$ cat src/hdl/tdt_pkg.sv
// package: constants and carriers for the tandem tune converter control
package tdt_pkg;

  // host port addresses
  localparam logic [7:0] TDT_ADDR_STEER = 8'h70;
  localparam logic [7:0] TDT_ADDR_DATA  = 8'h71;
  localparam logic [7:0] TDT_ADDR_WBACK = 8'h80;

  // steering byte fields (latch enables are active low)
  localparam int TDT_STEER_HOLD_C  = 0;
  localparam int TDT_STEER_HOLD_F  = 7;
  localparam int TDT_STEER_EN_LSB  = 1;
  localparam int TDT_NUM_LATCH     = 6;
  localparam int TDT_BYTES_PER_UPD = 7;

  // latch order: coarse low, coarse mid, coarse high, then fine
  localparam int TDT_LAT_LOW  = 0;
  localparam int TDT_LAT_MID  = 1;
  localparam int TDT_LAT_HIGH = 2;

  // converter geometry
  localparam int TDT_HI_BITS   = 12;
  localparam int TDT_LO_BITS   = 12;
  localparam int TDT_OVERLAP   = 3;
  localparam int TDT_SUM_BITS  = TDT_HI_BITS + TDT_LO_BITS - TDT_OVERLAP + 1;

  // reset values
  localparam logic [7:0] TDT_STEER_RST = 8'h00;
  localparam logic [7:0] TDT_LATCH_RST = 8'h00;

  // settle time between a code load and a valid comparison
  localparam int TDT_SETTLE_NS  = 200;
  localparam int TDT_CLK_NS     = 50;
  localparam int TDT_SETTLE_CYC = (TDT_SETTLE_NS + TDT_CLK_NS - 1) / TDT_CLK_NS;

  typedef struct packed {
    logic       strobe;
    logic [7:0] addr;
    logic [7:0] data;
  } tdt_bus_t;

  typedef struct packed {
    logic [TDT_HI_BITS-1:0] high_code;
    logic [TDT_LO_BITS-1:0] low_code;
  } tdt_codes_t;

  typedef struct packed {
    logic                    hold;
    logic [TDT_SUM_BITS-1:0] tune;
    logic [TDT_SUM_BITS-1:0] held;
    logic                    above;
    logic                    equal;
  } tdt_chan_t;

endpackage : tdt_pkg

$ cat src/hdl/tdt_control.sv
// top: host port decode, steering, storage latches, two tune channels
`timescale 1ns/1ps
module tdt_control
  import tdt_pkg::*;
(
  // clock and reset
  input  wire logic     sys_clk,
  input  wire logic     rst_n,
  // host parallel bus
  input  wire logic     data_valid,
  input  wire logic [7:0] addr,
  input  wire logic [7:0] data_in,
  // write-back to host
  output logic [7:0]    wback_data,
  output logic          wback_oe,
  // tune outputs
  output logic [TDT_SUM_BITS-1:0] coarse_tune,
  output logic [TDT_SUM_BITS-1:0] fine_tune,
  output logic          coarse_hold,
  output logic          fine_hold,
  output logic          update_done
);
  logic [2:0]  dv_sync;
  logic        dv_state;
  logic        next_dv_state;
  tdt_bus_t    bus_q;
  tdt_bus_t    next_bus_q;
  logic        wr_edge;
  logic [7:0]  steer;
  logic [7:0]  next_steer;
  logic [7:0]  latch [TDT_NUM_LATCH];
  logic [7:0]  next_latch [TDT_NUM_LATCH];
  logic [2:0]  byte_cnt;
  logic [2:0]  next_byte_cnt;
  logic        next_update_done;
  logic [1:0]  load;
  logic [7:0]  next_wback_data;
  logic        next_wback_oe;
  tdt_codes_t  codes [2];
  tdt_chan_t   chan [2];
  logic        hold_track_select [2];

  // strobe sync: second and third stages must agree
  always_ff @(posedge sys_clk) begin
    if (!rst_n) begin
      dv_sync  <= 3'h0;
      dv_state <= 1'b0;
      bus_q    <= '0;
    end else begin
      dv_sync  <= {dv_sync[1:0], data_valid};
      dv_state <= next_dv_state;
      bus_q    <= next_bus_q;
    end
  end

  always_comb begin
    next_dv_state = dv_state;
    if (dv_sync[2] == dv_sync[1]) begin
      next_dv_state = dv_sync[2];
    end
    next_bus_q = bus_q;
    next_bus_q.strobe = 1'b0;
    // take address and data once, when the strobe first settles high
    if (next_dv_state && !dv_state) begin
      next_bus_q.addr = addr;
      next_bus_q.data = data_in;
    end
    // latch on the trailing edge of data valid
    if (dv_state && !next_dv_state) begin
      next_bus_q.strobe = 1'b1;
    end
  end

  assign wr_edge = bus_q.strobe;

  always_comb begin
    next_steer = steer;
    next_byte_cnt = byte_cnt;
    next_update_done = 1'b0;
    load = 2'b00;
    for (int i = 0; i < TDT_NUM_LATCH; i++) begin
      next_latch[i] = latch[i];
    end
    if (wr_edge && bus_q.addr == TDT_ADDR_STEER) begin
      next_steer = bus_q.data;
      next_byte_cnt = 3'h1;
    end else if (wr_edge && bus_q.addr == TDT_ADDR_DATA) begin
      for (int i = 0; i < TDT_NUM_LATCH; i++) begin
        // active-low enable steers the byte
        if (!steer[TDT_STEER_EN_LSB+i]) begin
          next_latch[i] = bus_q.data;
          load[i/3] = 1'b1;
        end
      end
      if (byte_cnt != 3'h0) begin
        next_byte_cnt = byte_cnt + 3'h1;
        if (byte_cnt == 3'(TDT_BYTES_PER_UPD - 1)) begin
          next_update_done = 1'b1;
          next_byte_cnt = 3'h0;
        end
      end
    end
  end

  always_ff @(posedge sys_clk) begin
    if (!rst_n) begin
      steer       <= TDT_STEER_RST;
      byte_cnt    <= 3'h0;
      update_done <= 1'b0;
      for (int i = 0; i < TDT_NUM_LATCH; i++) begin
        latch[i] <= TDT_LATCH_RST;
      end
    end else begin
      steer       <= next_steer;
      byte_cnt    <= next_byte_cnt;
      update_done <= next_update_done;
      for (int i = 0; i < TDT_NUM_LATCH; i++) begin
        latch[i] <= next_latch[i];
      end
    end
  end

  // separate coarse and fine code assembly
  always_comb begin
    for (int c = 0; c < 2; c++) begin
      codes[c].high_code = {latch[3*c+TDT_LAT_HIGH], latch[3*c+TDT_LAT_MID][7:4]};
      codes[c].low_code  = {latch[3*c+TDT_LAT_MID][3:0], latch[3*c+TDT_LAT_LOW]};
    end
  end

  assign hold_track_select[0] = steer[TDT_STEER_HOLD_C];
  assign hold_track_select[1] = steer[TDT_STEER_HOLD_F];

  tdt_channel u_coarse (
    .sys_clk           (sys_clk),
    .rst_n             (rst_n),
    .hold_track_select (hold_track_select[0]),
    .codes             (codes[0]),
    .load_pulse        (load[0]),
    .chan              (chan[0])
  );

  tdt_channel u_fine (
    .sys_clk           (sys_clk),
    .rst_n             (rst_n),
    .hold_track_select (hold_track_select[1]),
    .codes             (codes[1]),
    .load_pulse        (load[1]),
    .chan              (chan[1])
  );

  // write-back: equal and above flags per channel while addressed
  always_comb begin
    next_wback_oe = dv_state && bus_q.addr == TDT_ADDR_WBACK;
    next_wback_data = {4'h0, chan[1].above, chan[1].equal, chan[0].above, chan[0].equal};
  end

  always_ff @(posedge sys_clk) begin
    if (!rst_n) begin
      wback_data  <= 8'h00;
      wback_oe    <= 1'b0;
      coarse_tune <= '0;
      fine_tune   <= '0;
      coarse_hold <= 1'b0;
      fine_hold   <= 1'b0;
    end else begin
      wback_data  <= next_wback_data;
      wback_oe    <= next_wback_oe;
      coarse_tune <= chan[0].tune;
      fine_tune   <= chan[1].tune;
      coarse_hold <= chan[0].hold;
      fine_hold   <= chan[1].hold;
    end
  end
endmodule : tdt_control

$ cat src/hdl/tdt_channel.sv
// one tune channel: dac summing, track/hold and comparison
`timescale 1ns/1ps
module tdt_channel
  import tdt_pkg::*;
(
  // clock and reset
  input  wire logic       sys_clk,
  input  wire logic       rst_n,
  // control
  input  wire logic       hold_track_select,
  input  wire tdt_codes_t codes,
  input  wire logic       load_pulse,
  // result
  output tdt_chan_t       chan
);
  logic [TDT_SUM_BITS-1:0] sum;
  logic [TDT_SUM_BITS-1:0] next_tune;
  logic [TDT_SUM_BITS-1:0] next_held;
  logic [3:0]              settle;
  logic [3:0]              next_settle;
  tdt_chan_t               next_chan;

  always_comb begin
    // low msb carries the weight of the third high lsb
    sum = TDT_SUM_BITS'({codes.high_code, {(TDT_LO_BITS-TDT_OVERLAP){1'b0}}})
        + TDT_SUM_BITS'(codes.low_code);
    next_tune = chan.tune;
    next_held = chan.held;
    next_settle = settle;
    if (!hold_track_select) begin
      next_tune = sum;
      next_held = sum;
    end else begin
      next_held = chan.held;  // frozen reference
      next_tune = sum;
    end
    if (load_pulse) begin
      next_settle = 4'(TDT_SETTLE_CYC);
    end else if (settle != 4'h0) begin
      next_settle = settle - 4'h1;
    end
    next_chan = chan;
    next_chan.hold = hold_track_select;
    next_chan.tune = next_tune;
    next_chan.held = next_held;
    if (settle == 4'h1) begin
      // compare only once settled, ahead of the next query
      next_chan.above = next_tune > next_held;
      next_chan.equal = next_tune == next_held;
    end
  end

  always_ff @(posedge sys_clk) begin
    if (!rst_n) begin
      chan   <= '0;
      settle <= 4'h0;
    end else begin
      chan   <= next_chan;
      settle <= next_settle;
    end
  end
endmodule : tdt_channel

$ cat config.mk
export PLATFORM = sky130hd
export DESIGN_NAME = tdt_control
export DESIGN_NICKNAME = d
export VERILOG_FILES = /design/src/hdl/tdt_pkg.sv /design/src/hdl/tdt_control.sv /design/src/hdl/tdt_channel.sv
export SDC_FILE = /design/constraint.sdc
export NUM_CORES = 1
export LEC_CHECK = 0
export ABC_CLOCK_PERIOD_IN_PS = 8000
export BUFFER_PORTS_ARGS = -buffer_cell sky130_fd_sc_hd__buf_4
export CORE_UTILIZATION = 40
export DETAILED_ROUTE_END_ITERATION = 10
export HOLD_SLACK_MARGIN = 0.12
export PLACE_DENSITY = 0.67
export SLEW_MARGIN = 25
export SYNTH_ARGS = -nofsm -noshare
export SYNTH_HDL_FRONTEND = slang
export SYNTH_SLANG_ARGS = --single-unit
$ cat constraint.sdc
create_clock -name sys_clk -period 8 [get_ports sys_clk]
set_input_delay 0.4 -clock sys_clk [delete_from_list [all_inputs] [get_ports sys_clk]]
set_output_delay 0.4 -clock sys_clk [all_outputs]
set_load 0.02 [all_outputs]
---- Word level (Yosys, flattened, before mapping) ----
Memory sizes are Yosys's and may differ from the RTL's.
Cells that the tools add are included.
word-level totals
  logic and storage cells ................. 113
  memories ................................ 1
  memory bits (writable) .................. 48
  register bits ........................... 190
  output and inout port bits .............. 56
  input bits .............................. 19
memories
  name   depth  bits a word  rd ports  clocked after memory_dff  wr ports  line               RTL
  latch  6      8            6         0                         6         tdt_control.sv:31  logic [7:0] latch [TDT_NUM_LATCH];
cells by class
  eq/ne operators ......................... 9
  multiplexer cells ....................... 37
  magnitude comparators ................... 2
  bitwise gates (word level) .............. 9
  reduce and logical (&&, ||, !) cells .... 20
  add/sub/neg operators ................... 5
operator list
  cell                                                                 count
  48-bit 2-to-1 mux                                                    2
  8-bit 2-to-1 mux                                                     12
  21-bit by 12-bit adder with 22-bit output                            2
  22-bit == test                                                       2
  22-bit greater-than comparator                                       2
  22-bit 2-to-1 mux                                                    2
  8-bit by 7-bit == test with 1-bit output (second input constant)     2
  3-bit 2-to-1 mux                                                     5
  1-bit 2-to-1 mux                                                     14
  4-bit by 1-bit == test with 1-bit output (second input constant)     2
  8-bit == test (second input constant)                                1
  2-bit nonzero test                                                   4
  4-bit nonzero test                                                   2
  4-bit by 1-bit subtractor with 4-bit output (second input constant)  2
  1-bit bitwise OR                                                     6
  2-bit OR reduction                                                   3
  1-bit logical AND                                                    5
  2-bit 2-to-1 mux                                                     2
  2-bit AND reduction                                                  2
  4-bit OR reduction                                                   1
  3-bit by 1-bit adder with 3-bit output (second input constant)       1
  3-bit == test (second input constant)                                1
  1-bit NOT                                                            3
  3-bit nonzero test                                                   1
  other kinds (2)                                                      3

---- Depth between registers and ports, before layout ----
  depth after elaboration ................. 6
  mapped depth ............................ 13
  depth with buffers taken out ............ 13

---- Modules after synthesis ----
Synthesis repeated with hierarchy kept, for this count alone.
second synthesis, totals
  cells, all modules ...................... 917
  area total of the unflattened synthesis .. 9,514.1 um2
by module, submodules not included
  module                   cells each  times used  seq. area each (um2)  area an instance (um2)
  tdt_control              420         1           2,642.5               4,508.1
  tdt_channel at u_fine    249         1           1,021.0               2,527.4
  tdt_channel at u_coarse  248         1           1,021.0               2,478.6

---- Least setup slack after synthesis ----
No wires, ideal clock.
  kind .................................... register to register
  start point ............................. memory latch[4][1] (netlist: latch[0][33])
  end point ............................... register u_fine.chan[1] (netlist name)
  data arrival time ....................... 3,031 ps
  buffers on the path ..................... 0
  data required time ...................... 7,881 ps
  setup slack ............................. 4,850 ps
  setup time .............................. 119 ps
  clock period less this slack ............ 3,150 ps
  stages on the path, launching flop included .. 14
  cell sequence ........................... dfxtp_1 ha_1 inv_1 fa_1 nor2b_1 o2111ai_1 xnor2_1 mux2i_1 ha_1 a211o_1 a221o_1 or3_1 o22ai_1 a21oi_1
RTL lines
  what                line
  start: declaration  tdt_control.sv:31

==> summary.txt <==
STA
  • Final worst-path cycle share: 0.427
  • Slew Limit Fails: 0
  • Worst hold margin: 0.140 ns
  • Final Setup Violations: 0
  • Setup total negative slack: 0 ns
  • Final hold vios: 0
  • Crit path time final: 3.42 ns
  • Worst slew margin: 0.340
  • Fmax achieved: 293 MHz
  • RSZ-0062 raised after global routing: no
  • Clk_skew: 0.0109 ns
  • Setup WS post-layout: 4.58 ns
  • Worst-Margin Slew: 0.987 ns

Floorplan
  • Core footprint: 22100 um2
  • Row Count: 54
  • DIE HEIGHT: 153 um
  • Die area: 23500 um2
  • Die W: 153 um
  • Starting density of the core: 0.414
  • I/O pins: 75

Logic synthesis
  • Unique cell type count in the Yosys netlist: 53
  • Synth Cell Area: 9150 um2
  • Asr flop ratio synth: 0
  • Yosys top cell area share: 0.512
  • Most common cell in the netlist: dfxtp_1
  • Top FF cell, synth: dfxtp_1
  • Synth top cells by count: 234 x dfxtp_1, 123 x nand2_1, 97 x and2_1
  • Cells after Synth: 966
  • Synth warn: 0
  • Ranking of synthesized cells by area: dfxtp_1 51%, ha_1 7.4%, and2_1 6.6%
  • Register area share after synthesis: 0.512
  • #FFs+latches synth: 234
  • Yosys top cell by area: dfxtp_1
  • Post-synth EDFFs: 0
  • Post-Syn Area per Cell: 9.47 um2

Final layout
  • Finished Core Util: 0.493
  • Post-route design area: 10900 um2
  • Total Nets Final: 1101
  • Area Overhead vs Synth: 19.0%
  • Non-filler cells, final: 1326
  • Share of cells above drive strength 1: 0.125
  • # diodes: 0

Power and ir drop
  • PwrDens: 239 nW/um2
  • Tot Pwr: 2.60 mW
  • Peak supply drop: 0.000103 V
  • Leak: 4.59 nW

Critical path
  • Most Frequent Cell on Critical Path: ha_1
  • FF-to-FF Start: latch[0][33]
  • CP Max Fanout: 4
  • Crit end category: flip-flop
  • Crit Path Category: flip-flop to flip-flop
  • CP Cell Sequence: ha_1 > inv_1 > fa_1 > nor2b_1 > o2111ai_1 > xnor2_1 > mux2i_1 > ha_1 > a211o_1 > a221o_1 > or3_1 > o22ai_1 > a21oi_1
  • Slowest stage cell on the critical path: fa_1
  • FF-to-FF setup slack: 4.58 ns
  • Max incr delay on CP: 0.40 ns
  • CP Data Required Time: 8.40 ns
  • Arr. time, crit path: 3.82 ns
  • Crit path launch type: flip-flop
  • R2R Path End: u_fine.chan[1]
  • Worst reg-to-reg path cell count: 13

Placed design
  • Post-DP HPWL: 11600 um
  • Dpl cell area: 9830 um2
  • I/O Buffers: 70
  • Dpl cells: 1266
  • Worst slack, placed: 4.58 ns
  • GP Congestion: 0.807

GRT
  • GRT met1 Usage: 0.215
  • Global routing usage on met2: 0.244
  • Vias in the first global route: 6084
  • First-pass GRT wire length: 30000 um
  • Initial antenna violation count: 0
  • Gr usage total: 0.154
  • Top Usage Layer GRT: met2
  • Grt total ovfl: 0
  • Largest net degree at the start of global routing: 112
  • Met3 Resource Use GR: 0.0281

Detailed routing
  • Routed Antenna Nets: 0
  • 1st-iter DRT viols: 321
  • Vias: 6471
  • WL/cell: 13.4 um
  • Residual DRC: 0
  • DR pass1 iterations: 5
  • Vias/cell: 4.88
  • Overall routed net length: 17800 um

Status
  • Status: completed

Clock network
  • CTS H-tree depth: 1
  • Buffer depth of the longest clock path: 3
  • Clock slew at reported path FFs: 0.06 ns
  • Num CTS Buffers: 26
  • Root Buffer: clkbuf_16
  • Post_cts resized: 0
  • Worst-Skew Late Latency: 0.52 ns
  • TritonCTS clock tree: yes
  • Postcts setup bufs: 0
  • Clock sinks: 234

Flow run
  • Max Cap Viol: 0

Worst hold path
  • Hold path depth: 3
  • WHS Endpoint: bus_q[10]
  • Hold Crit Class: input pin to flip-flop
  • Hold path start: addr[2]
[layout by cell type (no fill, tap or decap), types with 12 or more instances in the layout]
| cell type | count |
|---|---|
| xnor2_1 | 15 |
| inv_1 | 17 |
| nor2_1 | 82 |
| buf_4 | 73 |
| o21ai_0 | 29 |
| dfxtp_1 | 234 |
| mux2i_1 | 51 |
| a21oi_1 | 77 |
| nor3_1 | 14 |
| clkbuf_16 | 27 |
| nand2b_1 | 12 |
| nand2_1 | 123 |
| and2_1 | 97 |
| ha_1 | 54 |
[how the worst max path moves through the flow]
stage,startpoint,to
after floorplan,latch[0][33],u_fine.chan[1]
after global placement,latch[0][33],u_fine.chan[1]
after detailed placement,latch[0][33],u_fine.chan[1]
after CTS,latch[0][33],u_fine.chan[1]
after global routing,latch[0][33],u_fine.chan[1]
final,latch[0][33],u_fine.chan[1]
[logic make-up after synthesis]
logic type	synth area share
simple gates	0.206
flops	0.512
compound gates	0.0929
buf+inv	0.0327
fa+ha+maj	0.0782
mux	0.0558
xor+xnor	0.0220
other cells	0.000410
[state kept, by name, summed over array words and instances (netlist names)]
name             cells
dv_sync              3
wback_oe             1
dv_state             1
fine_tune           22
steer                8
latch               48
u_fine.settle        4
u_fine.chan         47
u_coarse.chan       47
u_coarse.settle      4
update_done          1
coarse_tune         22
byte_cnt             3
wback_data           4
coarse_hold          1
fine_hold            1
wr_edge              1
bus_q               16
[area by class of cell]
type                       count  area (um2)
clock buffer                  39         821
clock inverter                 9         114
fill                        2048       11200
inverter                      18        67.6
multi-input combinational    661        4180
sequential                   234        4680
tap                          280         350
timing repair buffer          85         673
[worst max-delay path: cells and delay by family, from the launching register on]
family                   cells  cell delay, ns
AO/OA/AOI/OAI                5            1.02
XOR/XNOR                     1            0.28
adder cells (fa/ha/maj)      3            0.90
buffers and inverters        1            0.06
flip-flops                   1            0.33
multiplexers                 1            0.13
AND/OR/NAND/NOR              2            0.59
[power breakdown]
part	leakage, nW	internal [mW]	switching, mW
sequential	1.89	1.19	0.0214
clock	0.466	0.775	0.471
combinational	2.24	0.0642	0.0827
[metal layers]
layer | share of wire | vias to the layer above
met5 | 0 | -
li1 | - | 3363
met1 | 0.49 | 2943
met4 | 0.016 | 0
met2 | 0.44 | 141
met3 | 0.058 | 24
[timing repair]
| item | 4_1_cts | 5_1_grt |
|---|---|---|
| hold endpoints to repair | 11 | 0 |
| setup endpoints to repair | 0 | 0 |
| hold buffers | 11 | 0 |
(Power assumes the default switching activity.)
